<file path="config.mk">
export PLATFORM = sky130hd
export DESIGN_NAME = quad_switch_protect_ctrl
export DESIGN_NICKNAME = d
export VERILOG_FILES = /design/src/include/qsw_pkg.sv /design/src/verilog/quad_switch_protect_ctrl.sv /design/src/verilog/pin_sync3.sv /design/src/verilog/down_timer.sv
export SDC_FILE = /design/constraint.sdc
export NUM_CORES = 1
export LEC_CHECK = 0
export BUFFER_PORTS_ARGS = -buffer_cell sky130_fd_sc_hd__clkbuf_2
export CAP_MARGIN = 5
export CORE_UTILIZATION = 23
export CTS_CLUSTER_DIAMETER = 50
export DETAILED_ROUTE_END_ITERATION = 7
export PLACE_DENSITY_LB_ADDON = 0.25
export SLEW_MARGIN = 40
export SYNTH_ARGS = -nofsm -noshare
export SYNTH_HDL_FRONTEND = slang
export SYNTH_SLANG_ARGS = --single-unit
</file>
<file path="constraint.sdc">
create_clock -name ref_clk -period 4 [get_ports ref_clk]
set_clock_uncertainty 0.2 [all_clocks]
set_input_delay 0.4 -clock ref_clk [delete_from_list [all_inputs] [get_ports ref_clk]]
set_output_delay 0.4 -clock ref_clk [all_outputs]
set_load 0.01 [all_outputs]
</file>
<file path="src/include/qsw_pkg.sv">
package qsw_pkg;

	// ------------------------------------------------------------
	// Timing
	// ------------------------------------------------------------
	localparam longint CLK_PERIOD_NS  = 64'd8;
	localparam longint INRUSH_TIME_NS = 64'd12_500_000;
	localparam longint RETRY_TIME_MS  = 64'd2000;
	localparam longint DIS_MAX_NS     = 64'd100;
	// A least time rounds up, a longest time rounds down.
	localparam longint INRUSH_CYC = (INRUSH_TIME_NS + CLK_PERIOD_NS - 64'd1) / CLK_PERIOD_NS;
	localparam longint RETRY_CYC  = (RETRY_TIME_MS * 64'd1_000_000) / CLK_PERIOD_NS;
	localparam longint DIS_MAX_CYC = DIS_MAX_NS / CLK_PERIOD_NS;
	// Pin to switch latency: three sync stages, agreement stage, output flop.
	localparam longint PIN_LAT_CYC = 64'd5;

	// ------------------------------------------------------------
	// Register map
	// ------------------------------------------------------------
	localparam logic [3:0]  ADDR_STATUS  = 4'h0;
	localparam logic [3:0]  ADDR_CTRL    = 4'h4;
	localparam logic [31:0] CTRL_RESET   = 32'h0000_0000;
	localparam int          CTRL_SOFT_OFF = 0;
	localparam int          ST_SW_LSB    = 0;
	localparam int          ST_CMD_LSB   = 4;
	localparam int          ST_FAULT     = 8;
	localparam int          ST_REV       = 9;
	localparam int          ST_INRUSH    = 10;
	localparam int          ST_DIE       = 11;
	localparam int          ST_LIMDEF    = 12;
	localparam int          ST_PWRUP     = 13;
	localparam int          ST_REGEN     = 14;
	localparam int          ST_CHOT_LSB  = 16;

	// ------------------------------------------------------------
	// Carriers
	// ------------------------------------------------------------
	typedef struct packed {
		logic       uv_field;
		logic       uv_5v;
		logic       uv_logic;
		logic       die_ot;
		logic       reg_ot;
		logic       lim_open;
		logic       lim_short;
		logic [3:0] chan_ot;
		logic [3:0] reverse_flow_n;
	} supervision_t;

	typedef struct packed {
		logic [3:0]   ctrl;
		logic         hold;
		logic         dis_n;
		logic         inrush_en;
		supervision_t sup;
	} pins_t;

	// Synchroniser reset: supplies read as low and the switches as disabled
	// until real pin levels arrive, so reset cannot fake a good 5V supply.
	localparam pins_t PINS_RESET = pins_t'({4'h0, 1'b0, 1'b0, 1'b0, 3'b111, 12'h000});

endpackage : qsw_pkg

</file>
<file path="src/verilog/quad_switch_protect_ctrl.sv">
module quad_switch_protect_ctrl #(
	parameter longint INRUSH_CYC = qsw_pkg::INRUSH_CYC,
	parameter longint RETRY_CYC  = qsw_pkg::RETRY_CYC
) (
	input  wire logic                 ref_clk,
	input  wire logic                 arst_n,
	input  wire logic                 ce,
	input  wire logic [3:0]           ctrl_in,
	input  wire logic                 hold_select,
	input  wire logic                 global_disable_n,
	input  wire logic                 inrush_enable,
	input  wire qsw_pkg::supervision_t flags,
	input  wire logic [3:0]           addr,
	input  wire logic [31:0]          wdata,
	input  wire logic                 wr_stb,
	input  wire logic                 rd_stb,
	output logic      [31:0]          rdata,
	output logic      [3:0]           switch_on,
	output logic                      limit_default,
	output logic                      limit_double,
	output logic                      regulator_enable,
	output logic                      fault_o,
	output logic                      fault_oe_n,
	output logic                      reverse_flow_n_o,
	output logic                      reverse_flow_n_oe_n
);

	// ------------------------------------------------------------
	// Configuration checks
	// ------------------------------------------------------------
	if (INRUSH_CYC < 64'd1 || INRUSH_CYC > 64'hffff_ffff) begin : g_bad_inrush
		$error("inrush window count out of range");
	end
	if (RETRY_CYC < 64'd1 || RETRY_CYC > 64'hffff_ffff) begin : g_bad_retry
		$error("retry period count out of range");
	end
	// The disable path must meet its turn-off bound.
	if (qsw_pkg::PIN_LAT_CYC > qsw_pkg::DIS_MAX_CYC) begin : g_bad_dis
		$error("disable latency exceeds its bound");
	end

	// ------------------------------------------------------------
	// Pin synchronisation
	// ------------------------------------------------------------
	qsw_pkg::pins_t pins;
	qsw_pkg::pins_t s;

	// One driver for the whole carrier, in the field order of pins_t.
	assign pins = {ctrl_in, hold_select, global_disable_n, inrush_enable, flags};

	// Controls and flags share one synchroniser, so a hold edge and a
	// control change reach the command register with equal delay.
	// equal path delay
	pin_sync3 #(
		.W   ($bits(qsw_pkg::pins_t)),
		.RST (qsw_pkg::PINS_RESET)
	) u_sync (
		.ref_clk (ref_clk),
		.arst_n  (arst_n),
		.ce      (ce),
		.pin     (pins),
		.sync    (s)
	);

	// ------------------------------------------------------------
	// State
	// ------------------------------------------------------------
	logic [3:0]  cmd_r;
	logic [3:0]  cmd_nxt;
	logic [3:0]  switch_on_r;
	logic [3:0]  on_nxt;
	logic [31:0] ctrl_r;
	logic        fault_r;
	logic        fault_nxt;
	logic        pwrup_r;
	logic        rev_hold_r;
	logic        lim_def_r;
	logic        dbl_r;
	logic        regen_r;
	logic [31:0] rdata_r;

	// ------------------------------------------------------------
	// Protection decode
	// ------------------------------------------------------------
	logic       uv_any;
	logic       die_sd;
	logic       rev_any;
	logic       rev_busy;
	logic       rev_block;
	logic       allow;
	logic       inrush_busy;
	logic       inrush_go;
	logic [3:0] ch_fault;
	logic       soft_off;

	assign soft_off = ctrl_r[qsw_pkg::CTRL_SOFT_OFF];
	assign uv_any = s.sup.uv_field | s.sup.uv_5v | s.sup.uv_logic;
	// die shutdown, monitored only with 5V good
	assign die_sd = s.sup.die_ot & ~s.sup.uv_5v;
	assign rev_any = |s.sup.reverse_flow_n;
	// reverse hold, starting in the detect cycle
	assign rev_block = rev_any | rev_busy;

	// Every global protection term except reg_ot and lim_open gates all four switches at once.
	// switch gating
	assign allow = s.dis_n & ~uv_any & ~die_sd & ~s.sup.lim_short & ~rev_block
	               & ~soft_off;
	// restore on enable
	// The next command feeds the switch directly, so a control change costs
	// the same one output flop as the global protection terms.
	assign on_nxt = cmd_nxt & ~s.sup.chan_ot & {4{allow}};

	// Channel faults only count on commanded channels.
	// commanded channels only
	assign ch_fault = cmd_r & (s.sup.chan_ot | s.sup.reverse_flow_n);

	assign fault_nxt = pwrup_r | die_sd | s.sup.uv_5v | s.sup.lim_short
	                   | s.sup.reg_ot | (|ch_fault);

	// Command register: transparent with hold low, frozen with hold high.
	// hold freezes
	assign cmd_nxt = s.hold ? cmd_r : s.ctrl;

	// ------------------------------------------------------------
	// Timers
	// ------------------------------------------------------------
	// inrush start on turn-on
	assign inrush_go = s.inrush_en & (|(on_nxt & ~switch_on_r));

	down_timer #(
		.W    (32),
		.LOAD (INRUSH_CYC[31:0])
	) u_inrush (
		.ref_clk (ref_clk),
		.arst_n  (arst_n),
		.ce      (ce),
		.start   (inrush_go),
		.busy    (inrush_busy)
	);

	// A fresh detection while counting restarts the full retry period.
	// retry period
	down_timer #(
		.W    (32),
		.LOAD (RETRY_CYC[31:0])
	) u_retry (
		.ref_clk (ref_clk),
		.arst_n  (arst_n),
		.ce      (ce),
		.start   (rev_any),
		.busy    (rev_busy)
	);

	// ------------------------------------------------------------
	// Switch and status flops
	// ------------------------------------------------------------
	// Fault starts asserted and the power-up hold clears only once.
	always_ff @(posedge ref_clk or negedge arst_n) begin
		if (!arst_n) begin
			cmd_r       <= 4'h0;
			switch_on_r <= 4'h0;
			fault_r     <= 1'b1;
			pwrup_r     <= 1'b1;
			rev_hold_r  <= 1'b0;
			lim_def_r   <= 1'b1;
			dbl_r       <= 1'b0;
			regen_r     <= 1'b0;
		end else if (ce) begin
			cmd_r       <= cmd_nxt;
			switch_on_r <= on_nxt;
			fault_r     <= fault_nxt;
			pwrup_r     <= pwrup_r & s.sup.uv_5v;
			rev_hold_r  <= rev_block;
			lim_def_r   <= s.sup.lim_open;
			dbl_r       <= inrush_busy & s.inrush_en;
			regen_r     <= ~s.sup.reg_ot;
		end
	end

	assign switch_on        = switch_on_r;
	assign limit_default    = lim_def_r;
	assign limit_double     = dbl_r;
	assign regulator_enable = regen_r;
	// Open-drain pins: low level, enable active low while pulling.
	assign fault_o             = 1'b0;
	assign fault_oe_n          = ~fault_r;
	assign reverse_flow_n_o    = 1'b0;
	assign reverse_flow_n_oe_n = ~rev_hold_r;

	// ------------------------------------------------------------
	// Register port
	// ------------------------------------------------------------
	logic        wr_ctrl;
	logic [31:0] status;
	logic [31:0] rd_mux;

	assign wr_ctrl = wr_stb & (addr == qsw_pkg::ADDR_CTRL);

	// Status mirrors the block's own state for software.
	always_comb begin
		status = 32'h0;
		status[qsw_pkg::ST_SW_LSB +: 4]   = switch_on_r;
		status[qsw_pkg::ST_CMD_LSB +: 4]  = cmd_r;
		status[qsw_pkg::ST_FAULT]         = fault_r;
		status[qsw_pkg::ST_REV]           = rev_hold_r;
		status[qsw_pkg::ST_INRUSH]        = dbl_r;
		status[qsw_pkg::ST_DIE]           = die_sd;
		status[qsw_pkg::ST_LIMDEF]        = lim_def_r;
		status[qsw_pkg::ST_PWRUP]         = pwrup_r;
		status[qsw_pkg::ST_REGEN]         = regen_r;
		status[qsw_pkg::ST_CHOT_LSB +: 4] = s.sup.chan_ot;
	end

	// Unmapped addresses read as zero.
	assign rd_mux = (addr == qsw_pkg::ADDR_STATUS) ? status :
	                (addr == qsw_pkg::ADDR_CTRL)   ? ctrl_r : 32'h0;

	// Read data stands only in the cycle after the strobe.
	always_ff @(posedge ref_clk or negedge arst_n) begin
		if (!arst_n) begin
			ctrl_r  <= qsw_pkg::CTRL_RESET;
			rdata_r <= 32'h0;
		end else if (ce) begin
			if (wr_ctrl) begin
				ctrl_r <= {31'h0, wdata[qsw_pkg::CTRL_SOFT_OFF]};
			end
			rdata_r <= rd_stb ? rd_mux : 32'h0;
		end
	end

	assign rdata = rdata_r;
endmodule : quad_switch_protect_ctrl

</file>
<file path="src/verilog/pin_sync3.sv">
// ------------------------------------------------------------
// Three-stage pin synchroniser with agreement filter
// ------------------------------------------------------------
module pin_sync3 #(
	parameter int           W   = 1,
	parameter logic [W-1:0] RST = '0
) (
	input  wire logic         ref_clk,
	input  wire logic         arst_n,
	input  wire logic         ce,
	input  wire logic [W-1:0] pin,
	output logic      [W-1:0] sync
);
	logic [W-1:0] s1_r;
	logic [W-1:0] s2_r;
	logic [W-1:0] s3_r;
	logic [W-1:0] agree;

	if (W < 1) begin : g_bad_w
		$error("pin_sync3 needs a width of at least one");
	end

	// A bit moves only once the second and third stages agree.
	assign agree = ~(s2_r ^ s3_r);

	// The first stage is read only by the second one.
	always_ff @(posedge ref_clk or negedge arst_n) begin
		if (!arst_n) begin
			s1_r <= RST;
			s2_r <= RST;
			s3_r <= RST;
			sync <= RST;
		end else if (ce) begin
			s1_r <= pin;
			s2_r <= s1_r;
			s3_r <= s2_r;
			sync <= (agree & s3_r) | (~agree & sync);
		end
	end
endmodule : pin_sync3

</file>
<file path="src/verilog/down_timer.sv">
// ------------------------------------------------------------
// Retriggerable one-shot down counter
// ------------------------------------------------------------
module down_timer #(
	parameter int          W    = 32,
	parameter logic [31:0] LOAD = 32'h0000_0010
) (
	input  wire logic ref_clk,
	input  wire logic arst_n,
	input  wire logic ce,
	input  wire logic start,
	output logic      busy
);
	logic [W-1:0] cnt_r;

	if (W < 2 || W > 32 || LOAD == 32'h0) begin : g_bad_cfg
		$error("down_timer width or load out of range");
	end

	assign busy = (cnt_r != '0);

	// A new start reloads the full window even while running.
	always_ff @(posedge ref_clk or negedge arst_n) begin
		if (!arst_n) begin
			cnt_r <= '0;
		end else if (ce) begin
			if (start) begin
				cnt_r <= LOAD[W-1:0];
			end else if (busy) begin
				cnt_r <= cnt_r - 1'b1;
			end
		end
	end
endmodule : down_timer

</file>
==> tab_implementation.tex <==
\begin{tabular}{lr}
\hline
Metric & Value \\
\hline
\multicolumn{2}{l}{\textbf{Critical path}} \\
\quad Data required time of the critical path & 4.14 ns \\
\quad Worst setup path category & reg -> reg \\
\quad Data arrival, critical path & 3.42 ns \\
\quad Critical-path cell list & or4\_1, or4\_4, nor4\_4, nand2\_1, a32o\_1 \\
\quad Critical-path cell with the highest stage delay & sky130\_fd\_sc\_hd\_\_or4\_4 \\
\quad Buffering stage count on the worst path with inverters included & 0 \\
\quad Startpoint of the worst register-to-register path & u\_retry.cnt\_r[25] \\
\quad Peak per-stage delay on the critical path & 0.65 ns \\
\quad FF-to-FF path depth & 5 \\
\quad End of the worst register-to-register path & u\_inrush.cnt\_r[29] \\
\quad Worst path top cell family by delay & simple AND/OR/NAND/NOR gates \\
\quad Element type at the critical path start & register \\
\quad Worst R2R Setup Slack & 0.71 ns \\
\quad Peak fanout along the critical path & 14 \\
\quad Critical Path Stages & 5 \\
\quad Crit end category & register \\
\multicolumn{2}{l}{\textbf{Power}} \\
\quad Cell Int Power & 3.58 mW \\
\quad Relative contribution of combinational cells to total power & 17.7\% \\
\quad Lkg Pwr & 4.17 nW \\
\quad Net switching share of the total power & 31.7\% \\
\quad Peak supply drop & 0.000316 V \\
\quad Fraction of power consumed by the clock network & 32.8\% \\
\quad Switching Power & 1.66 mW \\
\quad Sequential Power Share & 49.5\% \\
\quad Power density normalized to cell area & 524 mW/mm² \\
\multicolumn{2}{l}{\textbf{Detailed routing}} \\
\quad Average wire per standard cell & 14.4 µm \\
\quad First-pass DRT Iterations & 5 \\
\quad DRC violations left & 0 \\
\quad Post-route ant nets & 0 \\
\quad Total via count after detailed routing & 6084 \\
\quad Violation count after the first detailed-route iteration & 323 \\
\quad Vias/cell & 4.53 \\
\quad Routed Wire Length & 19300 µm \\
\multicolumn{2}{l}{\textbf{Global route}} \\
\quad Maximum number of pins on one net before global-route repair & 85 \\
\quad Number of global-route vias before repair & 5796 \\
\quad Global-route wire length before repair & 32200 µm \\
\quad GRT Total Usage & 10.7\% \\
\quad Overflow left after global routing & 0 \\
\quad Initial antenna violation count & 0 \\
\multicolumn{2}{l}{\textbf{Die}} \\
\quad Die area & 0.0373 mm² \\
\quad \# rows & 69 \\
\quad Total I/O pin count & 106 \\
\quad Die boundary height & 193 µm \\
\quad Core box area & 0.0357 mm² \\
\quad Die span in x & 193 µm \\
\quad Starting density of the core & 23.5\% \\
\multicolumn{2}{l}{\textbf{Finish}} \\
\quad Area growth from synthesis to layout & 19.0\% \\
\quad Number of antenna repair diodes & 0 \\
\quad Final Cell Area & 0.0100 mm² \\
\quad Fraction of final layout cells with drive strength greater than 1 & 21.6\% \\
\quad Net total in the final layout & 934 \\
\quad Final cell utilization of the core & 28.0\% \\
\multicolumn{2}{l}{\textbf{CTS}} \\
\quad H-Tree Depth & 4 \\
\quad Clock sinks & 186 \\
\quad CTS buffer count & 17 \\
\quad Worst-Skew Late Latency & 0.44 ns \\
\quad Clock root buffer & sky130\_fd\_sc\_hd\_\_clkbuf\_16 \\
\quad TritonCTS clock tree & done \\
\quad Clock slew at reported path FFs & 0.07 ns \\
\quad Clock tree buffer depth & 2 \\
\multicolumn{2}{l}{\textbf{STA}} \\
\quad Final clock period utilization by the worst path & 82.2\% \\
\quad Setup\_tns & 0 ns \\
\quad Number of max-slew violations in the final report & 0 \\
\quad Unrepaired setup endpoints after global routing & no \\
\quad Worst slew margin relative to its limit & 47.9\% \\
\quad Endpoints failing hold & 0 \\
\quad Actual transition at the worst max-transition pin & 0.777 ns \\
\quad Shortest period the worst path allows & 3.29 ns \\
\quad Final Setup Violations & 0 \\
\quad Maximum clock frequency & 0.304 GHz \\
\multicolumn{2}{l}{\textbf{Synthesis}} \\
\quad Sequential-to-total area share from yosys stat & 55.6\% \\
\quad Synth Instances & 791 \\
\quad Share of the synthesized area in the top cell type & 50.9\% \\
\quad Distinct cells, synth & 58 \\
\quad Post-synth top flop & sky130\_fd\_sc\_hd\_\_dfrtp\_1 \\
\quad Number of flops mapped to enable cells by yosys & 0 \\
\quad Fraction of registers with async set/reset & 100\% \\
\quad Netlist Area Pre-Place & 0.00841 mm² \\
\quad Cell types occupying the most area after synthesis & sky130\_fd\_sc\_hd\_\_dfrtp\_1 51\%, sky130\_fd\_sc\_hd\_\_mux2\_2 7.2\%, sky130\_fd\_sc\_hd\_\_o21ai\_0 5.1\% \\
\quad Biggest area consumer among synthesized cells & sky130\_fd\_sc\_hd\_\_dfrtp\_1 \\
\quad Post-synthesis area per instance & 10.6 µm² \\
\quad Yosys warns & 0 \\
\quad Yosys reg bits & 186 \\
\multicolumn{2}{l}{\textbf{Placement}} \\
\quad Final estimated routing congestion in global placement & 0.725 \\
\quad \# port buffers & 59 \\
\quad Detail Placement HPWL & 12700 µm \\
\quad Post-DP Area & 0.00917 mm² \\
\multicolumn{2}{l}{\textbf{Hold path}} \\
\quad Worst Hold Depth & 3 \\
\quad Hold Path End & rdata[0] \\
\quad Hold Crit Class & in -> reg \\
\quad Start point of the worst min-delay path & rd\_stb \\
\multicolumn{2}{l}{\textbf{Run status}} \\
\quad Run status & finished clean \\
\multicolumn{2}{l}{\textbf{Job}} \\
\quad Max-cap viol count & 0 \\
\hline
\end{tabular}
[timing repair]
action,in CTS,in global routing
hold buffers,24,0
buffers inserted,0,0
gates resized for setup,0,0
endpoints found under the hold margin,92,0
[power by group through the flow]
stage	combinational (mW)	clock [mW]	sequential (mW)
global route	1.07	1.84	2.66
floorplan	0.717	0	2.50
global placement	0.901	0	2.63
finish	0.927	1.72	2.59
detailed placement	0.921	0	2.63
CTS	0.940	1.78	2.60
[worst register-to-register path, cell delays in order (launching register included)]
cell and delay [ns]:
sky130_fd_sc_hd__dfrtp_1 0.42, sky130_fd_sc_hd__or4_1 0.59, sky130_fd_sc_hd__or4_4 0.65, sky130_fd_sc_hd__nor4_4 0.47, sky130_fd_sc_hd__nand2_1 0.45, sky130_fd_sc_hd__a32o_1 0.40
[kinds of logic after synthesis]
logic type | synth area share [%]
XOR/XNOR | 2.40
buffers and inverters | 5.13
AND/OR/NAND/NOR | 15.1
multiplexers | 7.35
AO/OA/AOI/OAI | 13.9
other | 0.0446
adder cells (fa/ha/maj) | 0.446
flip-flops | 55.6
[placed cells by master (no fill, tap or decap), types with 14 or more instances in the layout]
cell type,n
sky130_fd_sc_hd__a21oi_1,28
sky130_fd_sc_hd__a22o_1,17
sky130_fd_sc_hd__clkbuf_16,17
sky130_fd_sc_hd__clkbuf_2,57
sky130_fd_sc_hd__conb_1,15
sky130_fd_sc_hd__dfrtp_1,171
sky130_fd_sc_hd__dfstp_2,15
sky130_fd_sc_hd__dlygate4sd3_1,24
sky130_fd_sc_hd__inv_1,37
sky130_fd_sc_hd__mux2_2,54
sky130_fd_sc_hd__nand2_1,56
sky130_fd_sc_hd__nand3_1,28
sky130_fd_sc_hd__nor2_1,43
sky130_fd_sc_hd__nor3_1,44
sky130_fd_sc_hd__nor4_1,17
sky130_fd_sc_hd__o21ai_0,85
sky130_fd_sc_hd__or3_1,14
sky130_fd_sc_hd__xnor2_1,17
[area by class of cell]
cell class | count | area [µm²]
multi-input cells | 529 | 3360
fillers | 3780 | 25700
inverters | 38 | 143
repair buffers | 96 | 657
well taps | 461 | 577
clock buffers | 18 | 439
clock inverters | 14 | 150
flip-flops and latches | 186 | 4670
[metrics by stage]
stage | std cells | hold WS, ns | setup WS (ns) | power (mW)
2_1_floorplan | 805 | -0.0956 | 1.14 | 3.22
3_3_place_gp | 1286 | 0.264 | 0.710 | 3.53
3_5_place_dp | 1286 | 0.270 | 0.683 | 3.55
4_1_cts | 1342 | 0.0135 | 0.697 | 5.32
5_1_grt | 1342 | 0.0420 | 0.429 | 5.57
6_report | 1342 | 0.0315 | 0.711 | 5.24
[Yosys cell counts, types with 3 or more instances]
library cell / n
sky130_fd_sc_hd__or4_1: 7
sky130_fd_sc_hd__nand3_1: 28
sky130_fd_sc_hd__ha_1: 3
sky130_fd_sc_hd__buf_6: 4
sky130_fd_sc_hd__dfstp_2: 15
sky130_fd_sc_hd__o31ai_1: 13
sky130_fd_sc_hd__nand4_1: 6
sky130_fd_sc_hd__and3_1: 3
sky130_fd_sc_hd__nor3_1: 44
sky130_fd_sc_hd__buf_4: 17
sky130_fd_sc_hd__a22o_1: 17
sky130_fd_sc_hd__xnor2_1: 17
sky130_fd_sc_hd__a32o_1: 6
sky130_fd_sc_hd__xor2_1: 6
sky130_fd_sc_hd__a21oi_1: 28
sky130_fd_sc_hd__mux2_2: 54
sky130_fd_sc_hd__inv_1: 37
sky130_fd_sc_hd__a31oi_1: 12
sky130_fd_sc_hd__or2_2: 5
sky130_fd_sc_hd__o2bb2ai_1: 3
sky130_fd_sc_hd__nor4_1: 18
sky130_fd_sc_hd__or3_1: 14
sky130_fd_sc_hd__nor2_1: 44
sky130_fd_sc_hd__o41ai_1: 3
sky130_fd_sc_hd__clkbuf_1: 31
sky130_fd_sc_hd__nor4b_1: 3
sky130_fd_sc_hd__nand2_1: 56
sky130_fd_sc_hd__nand2b_1: 7
sky130_fd_sc_hd__dfrtp_1: 171
sky130_fd_sc_hd__o21ai_0: 85
sky130_fd_sc_hd__and2_1: 4
[routing by layer]
metal  vias to the layer above  track usage [%]  routed length, µm
met4                         0             3.94                317
met1                      2994             14.6               9460
met2                        94             16.9               9040
met3                        21             2.06                488
met5                         -                0                  0
li1                       2975                -                  -
[how the worst max path moves through the flow]
stage,slack (ns),startpoint,endpoint
3_3_place_gp,0.71,u_retry.cnt_r[27],u_inrush.cnt_r[29]
2_1_floorplan,1.14,register,u_inrush.cnt_r[13]
4_1_cts,0.70,u_retry.cnt_r[25],u_inrush.cnt_r[29]
5_1_grt,0.43,u_retry.cnt_r[19],u_inrush.cnt_r[25]
3_5_place_dp,0.68,u_retry.cnt_r[25],u_inrush.cnt_r[29]
6_report,0.71,u_retry.cnt_r[25],u_inrush.cnt_r[29]
No activity file was read; power rests on OpenSTA's default activity.
